[src/design/ajr_pkg.sv]
package ajr_pkg;
   // ************************************************************
   // timing and defaults
   // ************************************************************
   localparam int unsigned CLK_PERIOD_NS      = 10;
   localparam int unsigned TCK_HALF_NS        = 200;       // fixed-mode half period
   localparam int unsigned TCK_HALF_CYC       = (TCK_HALF_NS + CLK_PERIOD_NS - 1) / CLK_PERIOD_NS;
   localparam int unsigned RST_PULSE_NS       = 1000;      // reset pulse width driven by probe
   localparam int unsigned RST_PULSE_CYC      = (RST_PULSE_NS + CLK_PERIOD_NS - 1) / CLK_PERIOD_NS;
   localparam int unsigned TIMEOUT_CYC        = 4000;      // adaptive wait bound
   localparam logic        RST_POL_DEFAULT    = 1'b0;      // both resets active low
   localparam logic [31:0] DBG_STATUS_RESET   = 32'h0000_0000;

   // ************************************************************
   // controller registers (word byte addresses)
   // ************************************************************
   localparam logic [3:0]  REG_CTRL           = 4'h0;
   localparam logic [3:0]  REG_SHIFT          = 4'h4;
   localparam logic [3:0]  REG_TDO            = 4'h8;
   localparam logic [3:0]  REG_STATUS         = 4'hc;

   // ctrl fields
   localparam int unsigned CTRL_ADAPTIVE      = 0;
   localparam int unsigned CTRL_TO_DISABLE    = 1;
   localparam int unsigned CTRL_SRST_POL      = 2;
   localparam int unsigned CTRL_TRST_POL      = 3;
   localparam int unsigned CTRL_SRST_STRONG   = 4;
   localparam int unsigned CTRL_TRST_STRONG   = 5;
   localparam int unsigned CTRL_PULSE_SRST    = 6;
   localparam int unsigned CTRL_PULSE_TRST    = 7;
   localparam int unsigned CTRL_HALT_REQ      = 8;
   localparam int unsigned CTRL_CLR_TIMEOUT   = 9;
   localparam int unsigned CTRL_RESET_VALUE   = 0;
   // shift fields: bit0 tms, bit1 tdi; any write while idle starts a bit
   localparam int unsigned SHIFT_TMS          = 0;
   localparam int unsigned SHIFT_TDI          = 1;
   // status fields
   localparam int unsigned STAT_BUSY          = 0;
   localparam int unsigned STAT_TIMEOUT       = 1;
   localparam int unsigned STAT_HALT_ACK      = 2;
   localparam int unsigned STAT_RST_BUSY      = 3;

   // probe bit-cycle states
   typedef enum logic [1:0] {
      AJR_IDLE  = 2'b00,
      AJR_LOW   = 2'b01,
      AJR_HIGH  = 2'b11,
      AJR_DONE  = 2'b10
   } ajr_probe_e;
endpackage

[src/design/ajr_link_if.sv]
`timescale 1ns/100ps
// link between probe and target; reset lines are open-drain style pins unless set to strong drive
interface ajr_link_if;
   logic tck;
   logic tms;
   logic tdi;
   logic tdo;
   logic return_clock;
   logic system_warm_reset_n_o;
   logic system_warm_reset_n_oe;
   logic tap_reset_n_o;
   logic tap_reset_n_oe;
   logic halt_request;
   logic halt_acknowledge;

   modport probe (
      output tck, tms, tdi, system_warm_reset_n_o, system_warm_reset_n_oe,
      output tap_reset_n_o, tap_reset_n_oe, halt_request,
      input  tdo, return_clock, halt_acknowledge
   );
   modport target (
      input  tck, tms, tdi, system_warm_reset_n_o, system_warm_reset_n_oe,
      input  tap_reset_n_o, tap_reset_n_oe, halt_request,
      output tdo, return_clock, halt_acknowledge
   );
endinterface

[src/design/ajr_probe.sv]
`timescale 1ns/100ps
// ************************************************************
// probe end: avalon slave, bit engine, reset drivers
// ************************************************************
module ajr_probe
#(
   parameter int unsigned TIMEOUT_CYCLES = ajr_pkg::TIMEOUT_CYC
)
(
   // clock and reset
   input  wire logic        CLK_IN,
   input  wire logic        RST_N_IN,
   // avalon-mm slave
   input  wire logic [3:0]  AVS_ADDRESS_IN,
   input  wire logic        AVS_READ_IN,
   input  wire logic        AVS_WRITE_IN,
   input  wire logic [31:0] AVS_WRITEDATA_IN,
   output logic [31:0]      AVS_READDATA_OUT,
   output logic             AVS_WAITREQUEST_OUT,
   // link
   ajr_link_if.probe        link
);
   typedef ajr_pkg::ajr_probe_e ajr_probe_e_t;
   typedef struct packed {
      logic [9:0]          ctrl;
      logic                tms;
      logic                tdi;
      logic                tdo_bit;
      logic                timeout;
      ajr_probe_e_t        ph;
      logic [15:0]         cnt;
      logic [15:0]         rst_cnt;
      logic                drv_srst;
      logic                drv_trst;
      logic                tck;
      logic [1:0]          rclk_s;
      logic [1:0]          tdo_s;
      logic [1:0]          ack_s;
      logic                rd_done;
      logic [31:0]         rdata;
   } ajr_prb_s;

   ajr_prb_s st_reg;
   ajr_prb_s st_next;
   logic     adaptive;
   logic     busy;
   logic     wait_ok;
   logic     to_hit;

   assign adaptive = st_reg.ctrl[ajr_pkg::CTRL_ADAPTIVE];
   assign busy     = st_reg.ph != ajr_pkg::AJR_IDLE;
   // adaptive: wait until the synced return clock matches tck
   assign wait_ok  = adaptive ? (st_reg.rclk_s[1] == st_reg.tck)
                              : (st_reg.cnt >= 16'(ajr_pkg::TCK_HALF_CYC - 1));
   // timeout is not scaled to the pace; may be turned off
   assign to_hit   = adaptive & ~st_reg.ctrl[ajr_pkg::CTRL_TO_DISABLE]
                     & (st_reg.cnt >= 16'(TIMEOUT_CYCLES));

   // next state
   always_comb
   begin
      st_next         = st_reg;
      st_next.rclk_s  = {st_reg.rclk_s[0], link.return_clock};
      st_next.tdo_s   = {st_reg.tdo_s[0], link.tdo};
      st_next.ack_s   = {st_reg.ack_s[0], link.halt_acknowledge};
      st_next.rd_done = 1'b0;
      st_next.ctrl[ajr_pkg::CTRL_CLR_TIMEOUT] = 1'b0;
      // register reads answer one cycle after the request
      if (AVS_READ_IN & ~st_reg.rd_done)
      begin
         st_next.rd_done = 1'b1;
         case (AVS_ADDRESS_IN)
            ajr_pkg::REG_CTRL:   st_next.rdata = {22'h00_0000, st_reg.ctrl};
            ajr_pkg::REG_TDO:    st_next.rdata = {31'h0000_0000, st_reg.tdo_bit};
            ajr_pkg::REG_STATUS: st_next.rdata = {28'h000_0000,
                                   (st_reg.rst_cnt != 16'h0000), st_reg.ack_s[1],
                                   st_reg.timeout, busy};
            default:             st_next.rdata = 32'h0000_0000;
         endcase
      end
      // reset pulse countdown runs first so that a new pulse request overrides it
      if (st_reg.rst_cnt != 16'h0000)
      begin
         st_next.rst_cnt = st_reg.rst_cnt - 16'h0001;
      end
      // drive drops with the last count, so the pulse lasts exactly the count
      if (st_reg.rst_cnt <= 16'h0001)
      begin
         st_next.drv_srst = 1'b0;
         st_next.drv_trst = 1'b0;
      end
      // writes complete at once
      if (AVS_WRITE_IN & (AVS_ADDRESS_IN == ajr_pkg::REG_CTRL))
      begin
         st_next.ctrl = AVS_WRITEDATA_IN[9:0];
         if (AVS_WRITEDATA_IN[ajr_pkg::CTRL_PULSE_SRST]
             | AVS_WRITEDATA_IN[ajr_pkg::CTRL_PULSE_TRST])
         begin
            st_next.rst_cnt  = 16'(ajr_pkg::RST_PULSE_CYC);
            st_next.drv_srst = AVS_WRITEDATA_IN[ajr_pkg::CTRL_PULSE_SRST];
            st_next.drv_trst = AVS_WRITEDATA_IN[ajr_pkg::CTRL_PULSE_TRST];
         end
         if (AVS_WRITEDATA_IN[ajr_pkg::CTRL_CLR_TIMEOUT])
         begin
            st_next.timeout = 1'b0;
         end
      end
      else if (AVS_WRITE_IN & (AVS_ADDRESS_IN == ajr_pkg::REG_SHIFT) & ~busy)
      begin
         st_next.tms = AVS_WRITEDATA_IN[ajr_pkg::SHIFT_TMS];
         st_next.tdi = AVS_WRITEDATA_IN[ajr_pkg::SHIFT_TDI];
         st_next.ph  = ajr_pkg::AJR_LOW;
         st_next.tck = 1'b0;
         st_next.cnt = 16'h0000;
      end
      // one tck cycle: low half, then high half
      case (st_reg.ph)
         ajr_pkg::AJR_IDLE: ;
         ajr_pkg::AJR_LOW, ajr_pkg::AJR_HIGH:
         begin
            st_next.cnt = st_reg.cnt + 16'h0001;
            if (to_hit)
            begin
               st_next.timeout = 1'b1;
               st_next.ph      = ajr_pkg::AJR_IDLE;
               st_next.tck     = 1'b0;
            end
            else if (wait_ok)
            begin
               st_next.cnt = 16'h0000;
               if (st_reg.ph == ajr_pkg::AJR_LOW)
               begin
                  st_next.tck = 1'b1;
                  st_next.ph  = ajr_pkg::AJR_HIGH;
               end
               else
               begin
                  // tdo taken once the return clock is back high, or once the high half is counted in fixed pace
                  st_next.tdo_bit = st_reg.tdo_s[1];
                  st_next.tck     = 1'b0;
                  st_next.ph      = ajr_pkg::AJR_DONE;
               end
            end
         end
         ajr_pkg::AJR_DONE:
         begin
            // fixed pace has nothing to wait for; the next low half is counted
            if (!adaptive | wait_ok)
            begin
               st_next.ph = ajr_pkg::AJR_IDLE;
            end
         end
         default: st_next.ph = ajr_pkg::AJR_IDLE;
      endcase
   end

   always_ff @(posedge CLK_IN or negedge RST_N_IN)
   begin
      if (!RST_N_IN)
      begin
         st_reg <= '0;
      end
      else
      begin
         st_reg <= st_next;
      end
   end

   // ************************************************************
   // outputs
   // ************************************************************
   assign AVS_WAITREQUEST_OUT = AVS_READ_IN & ~st_reg.rd_done;
   assign AVS_READDATA_OUT    = st_reg.rdata;
   assign link.tck            = st_reg.tck;
   assign link.tms            = st_reg.tms;
   assign link.tdi            = st_reg.tdi;
   assign link.halt_request   = st_reg.ctrl[ajr_pkg::CTRL_HALT_REQ];
   // active level from polarity bit; weak drive leaves line released
   assign link.system_warm_reset_n_o  = st_reg.drv_srst ~^ st_reg.ctrl[ajr_pkg::CTRL_SRST_POL];
   assign link.system_warm_reset_n_oe = st_reg.drv_srst
                                        | st_reg.ctrl[ajr_pkg::CTRL_SRST_STRONG];
   assign link.tap_reset_n_o          = st_reg.drv_trst ~^ st_reg.ctrl[ajr_pkg::CTRL_TRST_POL];
   assign link.tap_reset_n_oe         = st_reg.drv_trst
                                        | st_reg.ctrl[ajr_pkg::CTRL_TRST_STRONG];
endmodule

[src/flat_wrapper.sv]
// flat-port wrapper written by rule: the top's interface ports become plain ports
module ajr_probe_flat 
#(
   parameter int unsigned TIMEOUT_CYCLES = ajr_pkg::TIMEOUT_CYC
)
  (CLK_IN, RST_N_IN, AVS_ADDRESS_IN, AVS_READ_IN, AVS_WRITE_IN, AVS_WRITEDATA_IN, AVS_READDATA_OUT, AVS_WAITREQUEST_OUT, link_tck, link_tms, link_tdi, link_system_warm_reset_n_o, link_system_warm_reset_n_oe, link_tap_reset_n_o, link_tap_reset_n_oe, link_halt_request, link_tdo, link_return_clock, link_halt_acknowledge);
  ajr_link_if link_i ();
  input  wire logic CLK_IN;
  input  wire logic RST_N_IN;
  input  wire logic [3:0] AVS_ADDRESS_IN;
  input  wire logic AVS_READ_IN;
  input  wire logic AVS_WRITE_IN;
  input  wire logic [31:0] AVS_WRITEDATA_IN;
  output logic [31:0] AVS_READDATA_OUT;
  output logic AVS_WAITREQUEST_OUT;
  output wire logic [$bits(link_i.tck)-1:0] link_tck;
  output wire logic [$bits(link_i.tms)-1:0] link_tms;
  output wire logic [$bits(link_i.tdi)-1:0] link_tdi;
  output wire logic [$bits(link_i.system_warm_reset_n_o)-1:0] link_system_warm_reset_n_o;
  output wire logic [$bits(link_i.system_warm_reset_n_oe)-1:0] link_system_warm_reset_n_oe;
  output wire logic [$bits(link_i.tap_reset_n_o)-1:0] link_tap_reset_n_o;
  output wire logic [$bits(link_i.tap_reset_n_oe)-1:0] link_tap_reset_n_oe;
  output wire logic [$bits(link_i.halt_request)-1:0] link_halt_request;
  input wire logic [$bits(link_i.tdo)-1:0] link_tdo;
  input wire logic [$bits(link_i.return_clock)-1:0] link_return_clock;
  input wire logic [$bits(link_i.halt_acknowledge)-1:0] link_halt_acknowledge;
  assign link_tck = link_i.tck;
  assign link_tms = link_i.tms;
  assign link_tdi = link_i.tdi;
  assign link_system_warm_reset_n_o = link_i.system_warm_reset_n_o;
  assign link_system_warm_reset_n_oe = link_i.system_warm_reset_n_oe;
  assign link_tap_reset_n_o = link_i.tap_reset_n_o;
  assign link_tap_reset_n_oe = link_i.tap_reset_n_oe;
  assign link_halt_request = link_i.halt_request;
  assign link_i.tdo = link_tdo;
  assign link_i.return_clock = link_return_clock;
  assign link_i.halt_acknowledge = link_halt_acknowledge;
  ajr_probe #(.TIMEOUT_CYCLES(TIMEOUT_CYCLES)) u_core (.CLK_IN(CLK_IN), .RST_N_IN(RST_N_IN), .AVS_ADDRESS_IN(AVS_ADDRESS_IN), .AVS_READ_IN(AVS_READ_IN), .AVS_WRITE_IN(AVS_WRITE_IN), .AVS_WRITEDATA_IN(AVS_WRITEDATA_IN), .AVS_READDATA_OUT(AVS_READDATA_OUT), .AVS_WAITREQUEST_OUT(AVS_WAITREQUEST_OUT), .link(link_i));
endmodule
[config.mk]
export PLATFORM = sky130hd
export DESIGN_NAME = ajr_probe_flat
export DESIGN_NICKNAME = d
export VERILOG_FILES = /design/src/design/ajr_pkg.sv /design/src/design/ajr_link_if.sv /design/src/design/ajr_probe.sv /design/src/flat_wrapper.sv
export SDC_FILE = /design/constraint.sdc
export NUM_CORES = 1
export LEC_CHECK = 0
export BUFFER_PORTS_ARGS = -buffer_cell sky130_fd_sc_hd__clkbuf_2
export CORE_UTILIZATION = 46
export CTS_CLUSTER_DIAMETER = 120
export DETAILED_ROUTE_END_ITERATION = 6
export PLACE_DENSITY = 0.7
export SKIP_CTS_REPAIR_TIMING = 1
export SYNTH_ARGS = -nofsm -noshare
export SYNTH_HDL_FRONTEND = slang
export SYNTH_SLANG_ARGS = --single-unit
[constraint.sdc]
create_clock -name CLK_IN -period 3.4 [get_ports CLK_IN]
set_clock_uncertainty 0.1 [all_clocks]
set_input_delay 0 -clock CLK_IN [delete_from_list [all_inputs] [get_ports CLK_IN]]
set_output_delay 0 -clock CLK_IN [all_outputs]
set_load 0.03 [all_outputs]
; After elaboration in Yosys (flattened, before gate mapping)
; Cells that the tools add are included.
[word_totals]
reg_bits = 90
inputBits = 43
out_inout_bits = 41
word_cells = 84
[op_classes]
addsub = 2
magnitude_cmp = 3
n_eq_ne = 8
mux = 27
bitwise = 18
n_reduce_logical = 9
[op_table]
columns = cell, count
row1 = $mux 18, 5
row2 = $mux 16, 3
row3 = $mux 33, 1
row4 = $pmux 10 s3, 1
row5 = $add 16x1->16 const B, 1
row6 = $ge 16x12->1 const B, 1
row7 = $ge 16x5->1 const B, 1
row8 = $le 16x1->1 const B, 1
row9 = $reduce_bool 16->1, 1
row10 = $sub 16x1->16 const B, 1
row11 = $mux 1, 12
row12 = $mux 10, 1
row13 = $eq 4x4->1 const B, 2
row14 = $and 1x1->1, 6
row15 = $mux 2, 3
row16 = $not 1->1, 6
row17 = $eq 2x2->1 const B, 2
row18 = $eq 4x3->1 const B, 1
row19 = $logic_not 4->1, 1
row20 = $or 1x1->1, 4
row21 = $pmux 2 s2, 1
row22 = $reduce_and 2->1, 2
row23 = $reduce_and 4->1, 1
row24 = $reduce_bool 2->1, 2
row25 = 6 further kinds, 7

; Logic depth before layout (Yosys ltp)
; Gate-level depths: netlist of the first run.
[logic_depth]
depth_word = 8
ltp_mapped = 8

; Least setup slack after synthesis of the first run
; OpenSTA, ideal clock, no wires.
[synth_path]
path_kind = reg2reg
startpoint = register u_core.st_reg[51] (netlist bit)
endpoint = register u_core.st_reg[56] (netlist bit)
setup_ns = 0.132
arrival_ns = 1.952
slack_ns = 1.216
path_stages_with_launch = 8
path_cell_list = dfrtp_1 or4_1 buf_2 or4_4 buf_6 nand4_1 xor2_1 nor2_1
[synth_lines]
columns = element, line
row1 = start: declaration, ajr_probe.sv:43  ; ajr_prb_s st_reg;
row2 = start signal: assignment, ajr_probe.sv:165  ; st_reg <= st_next;

==> flow_summary_export.csv, run 1 <==
group,metric,value,unit
clock_tree,htreeDepth,3,
routing,drt-total-wl,6.980,mm
routing,drtAntennaViolNets,0,
routing,drt_iter0_drc,154,
pwr,cellPowerDensity,685.6,nW/um^2
worst_hold_path,min_path_cells,4,
flow_run,maxCapViolations,0,
worst_hold_path,hold_end,"u_core.AVS_READDATA_OUT[1]",
cells_and_area,layout.nets,462,
cells_and_area,stdcell_count,518,
clock_tree,clk_pin_slew,0.08,ns
clock_tree,clock_latency,0.35,ns
setup_path,cp_max_fo,6,
routing,vias,2716,
routing,vias_per_cell,5.243,
synthesis,synth_top_family_by_area,"simple AND/OR/NAND/NOR gates",
synthesis,synth_compound_area_frac,0.1551,
timing,hold_viol,2,
timing,post-route-period-util,0.7464,
synthesis,yosysUniqueCellTypes,46,
timing,setup_violations,0,
setup_path,worst_r2r_endpoint,"u_core.st_reg[41]",
global_route,grt_first_pass_wirelength,11.36,mm
setup_path,crit_path_end_kind,"flip-flop",
worst_hold_path,hp-class,"input port to flip-flop",
synthesis,synth_xor_xnor_area_share,0.03796,
pwr,max-vdd-ir-drop,0.3204,mV
cells_and_area,drive_above_1_share,0.1790,
timing,worst_pin_slew,0.8249,ns
setup_path,reg2reg_depth,6,
floorplanning,ios,84,
pwr,leakagePower,1.851,nW
setup_path,worstPathRequired,3.54,ns
synthesis,ys_seq_elements,68,
setup_path,cp.arrival,2.67,ns
timing,timing.fmax,394.1,MHz
global_route,grt-ovfl-total,0,
floorplanning,start_util,0.4771,
setup_path,regToRegStartpoint,"u_core.st_reg[51]",
clock_tree,cts_tree,"yes",
synthesis,ys_warn_count,0,
worst_hold_path,hold_path_startpoint,"AVS_ADDRESS_IN[1]",
synthesis,synth_edf_count,0,
floorplanning,die_area,7875,um^2
cells_and_area,diodes,0,
status,outcome,"complete, but fails checks",
setup_path,cp-start-kind,"flip-flop",
global_route,grt_usage,0.1934,
routing,drc_errors,0,
global_route,grt_max_degree,37,
place,placed_cells,484,
timing,fin_tns_setup,0,ns
clock_tree,cts_buffers,9,
place,gp_congestion,0.8190,
routing,firstDrtPassIters,4,
place,io_buffers,39,
timing,maxSlewHeadroom,0.4458,
timing,slew_viol_final,0,
setup_path,r2r_slack,0.86,ns
floorplanning,die_height,88.74,um
timing,rsz0062_at_grt,"no",
cells_and_area,nFillCells,662,
cells_and_area,largest_reg_flops,50,
pwr,finalPower,0.002744,W
synthesis,netlist_area,3461,um^2
global_route,grt_pass1_vias,2419,
status,failed_checks,"negative hold slack",
place,dp_hpwl,4.864,mm
synthesis,synth_ff_type,"dfrtp_1",
floorplanning,die_w,88.74,um
clock_tree,root_buffer,"clkbuf_8",
synthesis,synth.avg_cell_area,9.560,um^2
cells_and_area,final_cell_mix,"68 x dfrtp_1, 54 x nand2_1, 38 x clkbuf_2",
synthesis,async_reset_ff_frac,1.000,
floorplanning,rows,31,
global_route,antenna_found_initial,0,
timing,holdWs,-0.01762,ns
cells_and_area,syn2layout_area_growth,15.65,%
clock_tree,ctsLongestPathBuffers,2,
synthesis,synthCells,362,
synthesis,synth_simple_gate_area_share,0.1902,
synthesis,synth_fa_ha_area_frac,0.01808,
setup_path,timing_worst_setup_path_type,"flip-flop to flip-flop",
cells_and_area,final_common_cell,"dfrtp_1",
clock_tree,cts_sinks,68,
floorplanning,core_area,7253,um^2
routing,wl_per_cell,13.47,um
synthesis,synthMuxAreaShare,0.009761,
timing,min_period,2.538,ns
synthesis,synth_seq_area_share,0.4917,
critical path, cell delays in order, from the launching register on:
cell and delay, ns:
dfrtp_1 0.44, or4_1 0.65, nor3_1 0.28, o2111ai_1 0.24
nand3_1 0.14, nand2_1 0.05, dlygate4sd3_1 0.54
worst max path at each step:
stage	start	to	slack, ns
floorplan	u_core.st_reg[51]	u_core.st_reg[56]	1.22
global placement	u_core.st_reg[73]	u_core.st_reg[66]	1.01
detailed placement	u_core.st_reg[72]	u_core.st_reg[66]	0.98
CTS	u_core.st_reg[72]	u_core.st_reg[66]	0.98
global route	u_core.st_reg[51]	u_core.st_reg[41]	0.70
finish	u_core.st_reg[51]	u_core.st_reg[41]	0.86
cell usage after synthesis (3+ instances only):
cell / number / area [um^2]
a21oi_1: 9 / 45.04
a22o_1: 7 / 61.31
a22oi_1: 5 / 37.54
buf_4: 32 / 240.2
clkbuf_1: 8 / 30.03
dfrtp_1: 68 / 1702
ha_1: 5 / 62.56
inv_1: 11 / 41.29
mux2_2: 3 / 33.78
nand2_1: 54 / 202.7
nand2b_1: 3 / 18.77
nand3_1: 12 / 60.06
nand4_1: 6 / 37.54
nor2_1: 32 / 120.1
nor3_1: 7 / 35.03
nor4_1: 3 / 18.77
o211ai_1: 3 / 22.52
o21ai_0: 18 / 90.09
o221ai_1: 8 / 70.07
o31ai_1: 12 / 90.09
or2_2: 7 / 43.79
or3_1: 4 / 25.02
or4_1: 3 / 22.52
xnor2_1: 10 / 87.58
xor2_1: 5 / 43.79
layout make-up:
| cell class | count | area [um^2] | area share |
|---|---|---|---|
| Clock buffer | 10 | 137.6 | 0.03439 |
| Sequential cell | 68 | 1702 | 0.4251 |
| Timing Repair Buffer | 63 | 420.4 | 0.1050 |
| Clock inverter | 6 | 72.57 | 0.01813 |
| Inverter | 11 | 41.29 | 0.01032 |
| Multi-Input combinational cell | 261 | 1505 | 0.3761 |
| Tap cell | 99 | 123.9 | 0.03095 |
logic make-up after synthesis:
logic type	count (synthesis)
AOI/OAI and AO/OA	77
xor gates and xnor gates	15
DFF	68
muxes	3
adders and majority gates	5
other	1
buffers and inverters	54
and+or+nand+nor	139
routing by layer:
layer	global-route usage	wire, um	up-vias
met2	0.2860	3123	68
met1	0.2741	3454	1313
met5	0	0	-
met4	0.08798	93	0
met3	0.03918	308	8
li1	-	-	1327
report_power, final:
part	leakage (nW)	total (W)	internal (W)	switching, W
Sequential	0.876	0.00117	0.000989	0.000177
Combinational	0.872	0.000882	0.000328	0.000555
Clock	0.103	0.000696	0.000365	0.000331
Total	1.85	0.00274	0.00168	0.00106
through the flow:
step / area [um^2] / setup WS, ns / util
3_5_place_dp: 3612 / 0.9842 / 0.4980
5_1_grt: 4003 / 0.6987 / 0.5518
4_1_cts: 3822 / 0.9759 / 0.5270
3_3_place_gp: 3612 / 1.014 / 0.4980
2_1_floorplan: 3540 / 1.216 / -
6_report: 4003 / 0.8623 / 0.5518
Power figures use the tool's default switching activity.
==> run 2: changes to the inputs <==
- clock period: 3.4 -> 2.4 ns (I/O delays scaled with it)
==> flow_summary_export.csv, run 2 (synthesized netlist as in run 1, its figures left out) <==
group,metric,value,unit
status,outcome,"complete, but fails checks",
status,failed_checks,"negative hold slack",
timing,rsz0062_at_grt,"no",
timing,post-route-period-util,0.9236,
global_route,grt_first_pass_wirelength,12.16,mm
floorplanning,start_util,0.4771,
timing,slew_viol_final,0,
global_route,grt-ovfl-total,0,
routing,drt_iter0_drc,208,
setup_path,crit_path_end_kind,"flip-flop",
cells_and_area,stdcell_count,521,
worst_hold_path,hp-class,"input port to flip-flop",
routing,wl_per_cell,14.01,um
floorplanning,die_height,88.74,um
flow_run,maxCapViolations,0,
routing,drtAntennaViolNets,0,
place,placed_cells,489,
timing,hold_viol,1,
routing,vias,2732,
cells_and_area,largest_reg_flops,50,
cells_and_area,diodes,0,
place,io_buffers,39,
cells_and_area,layout.nets,465,
clock_tree,clk_pin_slew,0.08,ns
timing,fin_tns_setup,0,ns
setup_path,cp_max_fo,6,
global_route,grt_pass1_vias,2567,
clock_tree,clock_latency,0.35,ns
floorplanning,core_area,7253,um^2
setup_path,timing_worst_setup_path_type,"flip-flop to flip-flop",
global_route,grt_max_degree,30,
floorplanning,die_area,7875,um^2
setup_path,cp-start-kind,"flip-flop",
routing,firstDrtPassIters,5,
timing,holdWs,-0.05814,ns
setup_path,worstPathRequired,2.54,ns
routing,drt-total-wl,7.300,mm
pwr,max-vdd-ir-drop,0.6214,mV
setup_path,cp.arrival,2.35,ns
timing,timing.fmax,451.1,MHz
timing,worst_pin_slew,0.7398,ns
floorplanning,ios,84,
clock_tree,root_buffer,"clkbuf_8",
clock_tree,htreeDepth,3,
clock_tree,ctsLongestPathBuffers,2,
cells_and_area,nFillCells,677,
place,gp_congestion,0.7914,
cells_and_area,final_common_cell,"dfrtp_1",
pwr,leakagePower,1.893,nW
global_route,grt_usage,0.2068,
pwr,finalPower,0.004103,W
timing,setup_violations,0,
global_route,antenna_found_initial,0,
place,dp_hpwl,5.143,mm
pwr,cellPowerDensity,1006,nW/um^2
floorplanning,rows,31,
floorplanning,die_w,88.74,um
timing,min_period,2.217,ns
cells_and_area,drive_above_1_share,0.1943,
cells_and_area,syn2layout_area_growth,17.82,%
routing,vias_per_cell,5.244,
timing,maxSlewHeadroom,0.5035,
clock_tree,cts_buffers,9,
clock_tree,cts_sinks,68,
clock_tree,cts_tree,"yes",
routing,drc_errors,0,
cells_and_area,final_cell_mix,"68 x dfrtp_1, 54 x nand2_1, 38 x clkbuf_2",
-- run 2: layer usage --
layer | global-route usage | wire [um]
met2 | 0.3042 | 3301
met1 | 0.2888 | 3524
met3 | 0.04011 | 396
met4 | 0.1100 | 78
met5 | 0 | 0
-- run 2: final timing paths --
kind / startpoint / endpoint / slack (ns) / depth (start not counted)
max reg2reg: u_core.st_reg[51] / u_core.st_reg[46] / 0.18 / 5
min in group asynchronous: RST_N_IN / u_core.st_reg[83] / 0.11 / 2
min: AVS_ADDRESS_IN[3] / u_core.AVS_READDATA_OUT[0] / -0.06 / 3
max: u_core.st_reg[51] / u_core.st_reg[46] / 0.18 / 5
min reg2reg: u_core.st_next[38] / u_core.st_reg[38] / 0.25 / 0
max in group asynchronous: RST_N_IN / u_core.AVS_READDATA_OUT[2] / 1.47 / 3
-- run 2: stage by stage --
stage	cell area (um^2)	setup WS (ns)	utilization
floorplan	3540	0.2165	-
global placement	3662	0.1253	0.5049
detailed placement	3662	0.07806	0.5049
CTS	3911	0.07657	0.5392
global route	4078	0.05171	0.5622
finish	4078	0.1833	0.5622
-- run 2: worst max-delay path: stages, from the launching register on --
cell,delay (ns)
dfrtp_1,0.44
or4_4,0.60
nor4_2,0.47
a2111oi_0,0.24
xnor2_1,0.19
nor2_1,0.06
-- run 2: final cells by class --
type | instances | area (um^2) | area share
Sequential cell | 68 | 1702 | 0.4173
Multi-Input combinational cell | 261 | 1511 | 0.3707
Timing Repair Buffer | 66 | 450.4 | 0.1105
Clock buffer | 10 | 137.6 | 0.03375
Tap cell | 99 | 123.9 | 0.03038
Clock inverter | 6 | 111.4 | 0.02731
Inverter | 11 | 41.29 | 0.01013
-- run 2: power by group --
part           leakage [nW]  switching (W)  internal [W]  total, W
clock                 0.122       0.000449      0.000718   0.00117
combinational         0.895       0.000797      0.000472   0.00127
sequential            0.876       0.000265       0.00140   0.00167
total                  1.89        0.00151       0.00259   0.00410
